===== src/pmc_defs.svh =====
// Offsets, field positions, reset values and read masks for the platform misc control registers
`ifndef PMC_DEFS_SVH
`define PMC_DEFS_SVH

// ----------------------------------------------------------------------------
// Register indices (byte address is four times the index)
// ----------------------------------------------------------------------------
`define PMC_IDX_W              7
`define PMC_IDX_PRESENCE       7'h0A
`define PMC_IDX_PLATFORM       7'h0C
`define PMC_IDX_COMPUTE        7'h40

// ----------------------------------------------------------------------------
// Platform control field positions
// ----------------------------------------------------------------------------
`define PMC_BIT_STALL_BUSY     16
`define PMC_BIT_SPEC_DIS       15
`define PMC_BIT_DATA_SPEC      14
`define PMC_BIT_CACHE_DIS      13
`define PMC_BIT_INSTR_CDIS     12
`define PMC_BIT_DATA_CDIS      11
`define PMC_BIT_CACHE_CLEAR    10
`define PMC_BIT_ARB_POLICY     9

// ----------------------------------------------------------------------------
// Compute operation field positions
// ----------------------------------------------------------------------------
`define PMC_BIT_WAKE_INT       2
`define PMC_BIT_CPO_ACK        1
`define PMC_BIT_CPO_REQ        0

// ----------------------------------------------------------------------------
// Reset values and read masks
// ----------------------------------------------------------------------------
`define PMC_PLATFORM_RESET     32'h0000_0000
`define PMC_COMPUTE_RESET      32'h0000_0000
`define PMC_PLATFORM_RD_MASK   32'h0001_FA00
`define PMC_COMPUTE_RD_MASK    32'h0000_0007
`define PMC_UNMAPPED_DATA      32'h0000_0000

`endif


===== src/pmc_pkg.sv =====
// Types shared by the platform misc control registers
package pmc_pkg;

	// ------------------------------------------------------------------------
	// Controls towards flash controller and crossbar arbiter
	// ------------------------------------------------------------------------
	typedef struct packed {
		logic specInstr;
		logic specData;
		logic cacheInstr;
		logic cacheData;
		logic stallOnBusy;
		logic cacheClear;
		logic roundRobin;
	} pmc_flash_ctl_t;

	// ------------------------------------------------------------------------
	// Synchroniser state
	// ------------------------------------------------------------------------
	typedef struct packed {
		logic s1;
		logic s2;
		logic s3;
		logic level;
	} pmc_sync_t;

	// ------------------------------------------------------------------------
	// Register bank state
	// ------------------------------------------------------------------------
	typedef struct packed {
		logic           waitReq;
		logic [31:0]    rdata;
		logic           stallBusy;
		logic           specDisable;
		logic           dataSpecEnable;
		logic           cacheDisable;
		logic           instrCacheDisable;
		logic           dataCacheDisable;
		logic           arbPolicy;
		logic           wakeOnInt;
		logic           cpoRequest;
		pmc_flash_ctl_t flash;
	} pmc_state_t;

endpackage


===== src/pmc_sync.sv =====
// Three-flop input synchroniser with agreement filter
`timescale 1ns/1ps

module pmc_sync
(
	input  logic mclk,
	input  logic rst_n,
	input  logic asyncIn,
	output logic syncOut
);

	pmc_pkg::pmc_sync_t st;
	pmc_pkg::pmc_sync_t next_st;

	// ------------------------------------------------------------------------
	// Chain; s1 feeds only s2
	// ------------------------------------------------------------------------
	always_comb
	begin
		next_st    = st;
		next_st.s1 = asyncIn;
		next_st.s2 = st.s1;
		next_st.s3 = st.s2;
		if (st.s2 == st.s3)
		begin
			next_st.level = st.s3;
		end
		if (!rst_n)
		begin
			next_st = '0;
		end
	end

	always_ff @(posedge mclk)
	begin
		st <= next_st;
	end

	assign syncOut = st.level;

endmodule


===== src/pmc_regs.sv =====
// Platform misc control register bank on an Avalon-MM slave
//
// The register offsets and register access over Avalon-MM were left to the implementer.
`timescale 1ns/1ps
`include "pmc_defs.svh"

module pmc_regs
(
	input  logic                    mclk,
	input  logic                    rst_n,
	input  logic [8:0]              address,
	input  logic                    read,
	input  logic                    write,
	input  logic [31:0]             writedata,
	input  logic [3:0]              byteenable,
	output logic [31:0]             readdata,
	output logic                    waitrequest,
	input  logic [7:0]              masterPresent,
	input  logic                    vectorFetch,
	input  logic                    computeOpAck,
	output logic                    computeOpRequest,
	output pmc_pkg::pmc_flash_ctl_t flashCtl
);

	pmc_pkg::pmc_state_t st;
	pmc_pkg::pmc_state_t next_st;
	logic                ackLevel;
	logic                rdTake;
	logic                wrTake;
	logic [6:0]          idx;

	// ------------------------------------------------------------------------
	// Acknowledge status input
	// ------------------------------------------------------------------------
	pmc_sync u_ack_sync
	(
		.mclk    (mclk),
		.rst_n   (rst_n),
		.asyncIn (computeOpAck),
		.syncOut (ackLevel)
	);

	// ------------------------------------------------------------------------
	// Decode helpers
	// ------------------------------------------------------------------------
	function automatic logic hit(input logic [6:0] a, input logic [6:0] target);
		hit = (a == target);
	endfunction

	function automatic pmc_pkg::pmc_flash_ctl_t decode(input pmc_pkg::pmc_state_t s);
		pmc_pkg::pmc_flash_ctl_t f;
		f             = '0;
		f.specInstr   = !s.specDisable;
		f.specData    = !s.specDisable && s.dataSpecEnable;
		f.cacheInstr  = !s.cacheDisable && !s.instrCacheDisable;
		f.cacheData   = !s.cacheDisable && !s.dataCacheDisable;
		f.stallOnBusy = s.stallBusy;
		f.roundRobin  = s.arbPolicy;
		f.cacheClear  = s.flash.cacheClear;
		decode        = f;
	endfunction

	function automatic logic [31:0] read_word(input logic [6:0] a,
		input pmc_pkg::pmc_state_t s, input logic [7:0] pres, input logic ack);
		logic [31:0] w;
		w = `PMC_UNMAPPED_DATA;
		if (hit(a, `PMC_IDX_PRESENCE))
		begin
			w = {24'h00_0000, pres};
		end
		else if (hit(a, `PMC_IDX_PLATFORM))
		begin
			w[`PMC_BIT_STALL_BUSY]  = s.stallBusy;
			w[`PMC_BIT_SPEC_DIS]    = s.specDisable;
			w[`PMC_BIT_DATA_SPEC]   = s.dataSpecEnable;
			w[`PMC_BIT_CACHE_DIS]   = s.cacheDisable;
			w[`PMC_BIT_INSTR_CDIS]  = s.instrCacheDisable;
			w[`PMC_BIT_DATA_CDIS]   = s.dataCacheDisable;
			w[`PMC_BIT_ARB_POLICY]  = s.arbPolicy;
			w = w & `PMC_PLATFORM_RD_MASK;
		end
		else if (hit(a, `PMC_IDX_COMPUTE))
		begin
			w[`PMC_BIT_WAKE_INT] = s.wakeOnInt;
			w[`PMC_BIT_CPO_ACK]  = ack;
			w[`PMC_BIT_CPO_REQ]  = s.cpoRequest;
			w = w & `PMC_COMPUTE_RD_MASK;
		end
		read_word = w;
	endfunction

	// ------------------------------------------------------------------------
	// Bus slave and register update
	// ------------------------------------------------------------------------
	assign idx    = address[8:2];
	assign rdTake = read && st.waitReq;
	assign wrTake = write && !st.waitReq;

	always_comb
	begin
		next_st                  = st;
		next_st.waitReq          = !((read || write) && st.waitReq);
		next_st.flash.cacheClear = 1'h0;
		if (rdTake)
		begin
			next_st.rdata = read_word(idx, st, masterPresent, ackLevel);
		end
		if (wrTake && hit(idx, `PMC_IDX_PLATFORM))
		begin
			if (byteenable[2])
			begin
				next_st.stallBusy = writedata[`PMC_BIT_STALL_BUSY];
			end
			if (byteenable[1])
			begin
				next_st.specDisable       = writedata[`PMC_BIT_SPEC_DIS];
				next_st.dataSpecEnable    = writedata[`PMC_BIT_DATA_SPEC];
				next_st.cacheDisable      = writedata[`PMC_BIT_CACHE_DIS];
				next_st.instrCacheDisable = writedata[`PMC_BIT_INSTR_CDIS];
				next_st.dataCacheDisable  = writedata[`PMC_BIT_DATA_CDIS];
				next_st.arbPolicy         = writedata[`PMC_BIT_ARB_POLICY];
				next_st.flash.cacheClear  = writedata[`PMC_BIT_CACHE_CLEAR];
			end
		end
		if (wrTake && hit(idx, `PMC_IDX_COMPUTE) && byteenable[0])
		begin
			next_st.wakeOnInt  = writedata[`PMC_BIT_WAKE_INT];
			next_st.cpoRequest = writedata[`PMC_BIT_CPO_REQ];
		end
		// Vector fetch wins over a simultaneous software set when wakeOnInt is already set
		if (vectorFetch && st.wakeOnInt)
		begin
			next_st.cpoRequest = 1'h0;
		end
		next_st.flash            = decode(next_st);
		if (!rst_n)
		begin
			next_st                   = '0;
			next_st.waitReq           = 1'h1;
			next_st.stallBusy         = 1'(`PMC_PLATFORM_RESET >> `PMC_BIT_STALL_BUSY);
			next_st.cpoRequest        = 1'(`PMC_COMPUTE_RESET >> `PMC_BIT_CPO_REQ);
			next_st.flash.specInstr   = 1'h1;
			next_st.flash.cacheInstr  = 1'h1;
			next_st.flash.cacheData   = 1'h1;
		end
	end

	always_ff @(posedge mclk)
	begin
		st <= next_st;
	end

	assign readdata         = st.rdata;
	assign waitrequest      = st.waitReq;
	assign computeOpRequest = st.cpoRequest;
	assign flashCtl         = st.flash;
endmodule


===== config.mk =====
export PLATFORM = sky130hd
export DESIGN_NAME = pmc_regs
export DESIGN_NICKNAME = d
export VERILOG_FILES = /design/src/pmc_pkg.sv /design/src/pmc_sync.sv /design/src/pmc_regs.sv
export VERILOG_INCLUDE_DIRS = /design/src
export SDC_FILE = /design/constraint.sdc
export NUM_CORES = 1
export LEC_CHECK = 0
export BUFFER_PORTS_ARGS = -buffer_cell sky130_fd_sc_hd__buf_2
export CORE_MARGIN = 2
export CORE_UTILIZATION = 30
export DETAILED_ROUTE_END_ITERATION = 8
export GPL_ROUTABILITY_DRIVEN = 0
export MAX_ROUTING_LAYER = met4
export REMOVE_ABC_BUFFERS = 1
export SETUP_SLACK_MARGIN = 0.1
export SLEW_MARGIN = 20
export SYNTH_ARGS = -nofsm -noshare
export SYNTH_HDL_FRONTEND = slang
export SYNTH_HIERARCHICAL = 1
export SYNTH_SLANG_ARGS = --single-unit

===== constraint.sdc =====
create_clock -name mclk -period 1.8 [get_ports mclk]
set_input_delay 0.18 -clock mclk [delete_from_list [all_inputs] [get_ports mclk]]
set_output_delay 0.18 -clock mclk [all_outputs]
set_load 0.02 [all_outputs]

==> results_dict.tcl <==
set metrics [dict create \
    initial_core_util_pct 31.0 \
    dp_cells 299 \
    rows 27 \
    maxCapViolCount 0 \
    crit_path_start "waitrequest$_SDFF_PN1_" \
    post-route-drc-count 0 \
    cp.required_ns 1.97 \
    finalSetupViolations 0 \
    dpl.hpwl_um 2790 \
    cts_made_buffers 5 \
    postSynthAreaPerCell_um2 8.80 \
    hold_path_startpoint "computeOpAck" \
    h-tree-depth 2 \
    fillerInstances 596 \
    antenna_found_initial 0 \
    synth_cells 193 \
    path_cells "nand3b_1, or3_1, o311ai_0" \
    crit_buf_inv 0 \
    cts_resized 0 \
    crit_cells 3 \
    finalCritPeriodShare_pct 79.8 \
    die-area_um2 6280 \
    cts_hold_buffers 0 \
    path_class "flip-flop to flip-flop" \
    rsz0062_at_grt "false" \
    clock_skew_ns 0.00776 \
    drt_first_pass_iters 4 \
    yosysSeqAreaShare_pct 40.1 \
    path_clk_slew_ns 0.07 \
    finalHoldViolations 0 \
    fin_crit_ns 1.44 \
    preCtsSetupSlack_ns 0.0590 \
    layout.nets 293 \
    yosysWarningCount 6 \
    first_iter_violations 77 \
    ir_drop_mv 0.361 \
    portBuffers 57 \
    critPathLaunchType "flip-flop" \
    worst_slew_margin_rel_pct 60.4 \
    setup_tns_ns 0 \
    antenna_left 0 \
    dr_total_vias 1344 \
    cp_max_fo 6 \
    total_power_mw 1.61 \
    p_leak_nw 0.878 \
    synth_seq_cells 34 \
    cts_buffer_depth 2 \
    slew_violations 0 \
    setup_slack_ns 0.364 \
    r2r_end "flashCtl[4]$_SDFF_PN1_" \
    die_w_um 79.3 \
    r2r_start "waitrequest$_SDFF_PN1_" \
    synth_cell_type_count 32 \
    final_cells 307 \
    grt_pass1_wl_um 6230 \
    clock_latency_ns 0.29 \
    core_um2 5470 \
    drive_gt1_share_pct 34.0 \
    via_per_inst 4.38 \
    drt_wl_total_um 3730 \
    endpoint "flashCtl[4]$_SDFF_PN1_" \
    status "complete, no violations" \
    cts_tree "built" \
    grt_pass1_vias 1339 \
    worst_slew_pin_slew_ns 0.593 \
    diodes 0 \
    crit_slowest_cell "or3_1" \
    root_buffer "clkbuf_8" \
    area_delta_synth_final_pct 17.5 \
    grtUsageTotal_pct 13.3 \
    r2r_slack_ns 0.36 \
    io_pins 100 \
    cts_sinks 34 \
    worstPathArrival_ns 1.61 \
    worst-r2r-cell-count 3 \
    grt_max_degree 24 \
    post_cts_buffers 0 \
    gr-total-overflow 0 \
    min_path_type "primary input to flip-flop" \
    p_per_area_nw_per_um2 806 \
    syn-cell-area_um2 1700 \
    cpPeakStageDelay_ns 0.36 \
    die_h_um 79.3 \
    wl_per_cell_um 12.2 \
    critical_path.top_delay_family "simple AND/OR/NAND/NOR gates" \
    crit_path_end_kind "flip-flop" \
    fmax_ghz 0.696 \
]
[per-stage QoR]
stage	area [um^2]	hold slack [ns]	utilization, %
4_1_cts	2000	0.0911	36.5
3_3_place_gp	1890	0.390	34.5
3_5_place_dp	1890	0.396	34.5
2_1_floorplan	1430	0.271	-
6_report	2000	0.0985	36.5
5_1_grt	2000	0.103	36.5
[worst register-to-register path, delay by kind of cell (launching register included)]
family	cells	cell delay, ns
compound gates	1	0.33
flops	1	0.35
simple gates	2	0.64
[per-layer routing]
metal	wire length (um)	global-route usage (%)	up-vias
li1	-	-	696
met1	1690	15.8	585
met2	1660	20.9	55
met3	309	3.98	8
met4	71	5.69	0
met5	0	-	-
[registers in the layout, summed over array words and instances (netlist names)]
name                cells
u_ack_sync/st           3
waitrequest             1
computeOpRequest        1
st                      6
u_ack_sync/syncOut      1
readdata               15
flashCtl                7
[cell usage after synthesis]
master / n / share of area, %
a21boi_0: 13 / 5.7
a21boi_1: 1 / 0.44
a21oi_1: 3 / 0.88
a31oi_1: 3 / 1.1
and2_1: 3 / 1.1
and2_2: 1 / 0.44
and3_1: 1 / 0.37
and3b_1: 1 / 0.52
buf_4: 39 / 17
clkbuf_1: 10 / 2.2
conb_1: 1 / 0.22
dfxtp_1: 34 / 40
mux2_4: 1 / 0.88
mux2i_1: 10 / 5.9
nand2_1: 32 / 7.1
nand3_1: 3 / 0.88
nand3b_1: 4 / 1.8
nand4_1: 14 / 5.2
nor2_1: 2 / 0.44
nor2b_1: 1 / 0.37
nor3_1: 1 / 0.29
nor3_4: 1 / 0.96
nor3b_1: 1 / 0.44
nor4_1: 1 / 0.37
nor4bb_1: 1 / 0.59
o211ai_1: 1 / 0.44
o21ai_0: 3 / 0.88
o21ai_1: 1 / 0.29
o311ai_0: 2 / 1.0
o31ai_1: 2 / 0.88
or3_1: 1 / 0.37
or4_4: 1 / 0.66
[logic make-up after synthesis]
group / synth area share, %
compound gates: 11.7
buf+inv: 19.4
mux: 6.77
flops: 40.1
simple gates: 21.8
other cells: 0.221
[power breakdown]
part	switching (mW)	total (mW)	leakage [nW]	internal [mW]
logic	0.111	0.171	0.545	0.0596
clock network	0.283	0.670	0.0575	0.386
registers	0.00556	0.767	0.275	0.761
[layout by cell type (no fill, tap or decap), types with 2 or more instances in the layout]
cell type   n
a21oi_1     3
nand3_1     3
buf_2      57
clkbuf_8    8
o31ai_1     2
and2_1      3
nor2_1      2
a21boi_0   13
nand2_1    32
mux2i_1    10
a31oi_1     3
o311ai_0    2
o21ai_0     3
nand4_1    14
nand3b_1    4
conb_1     17
dfxtp_1    34
buf_4      10
[final cells by class]
cell class | count | area, um^2 | share of cell area [%]
sequential | 34 | 681 | 34.1
timing repair buffer | 67 | 360 | 18.1
tap | 72 | 90.1 | 4.51
clock buffer | 8 | 110 | 5.52
multi-input combinational | 126 | 754 | 37.8
[worst min path at each step]
stage	end	slack, ns	cells after the start
floorplan	flashCtl[3]$_SDFF_PN1_	0.27	1
global placement	u_ack_sync/st[3]$_SDFF_PN0_	0.39	2
detailed placement	u_ack_sync/st[3]$_SDFF_PN0_	0.40	2
CTS	u_ack_sync/st[3]$_SDFF_PN0_	0.09	2
global route	u_ack_sync/st[3]$_SDFF_PN0_	0.10	2
finish	u_ack_sync/st[3]$_SDFF_PN0_	0.1	2
No activity file was read; power rests on OpenSTA's default activity.
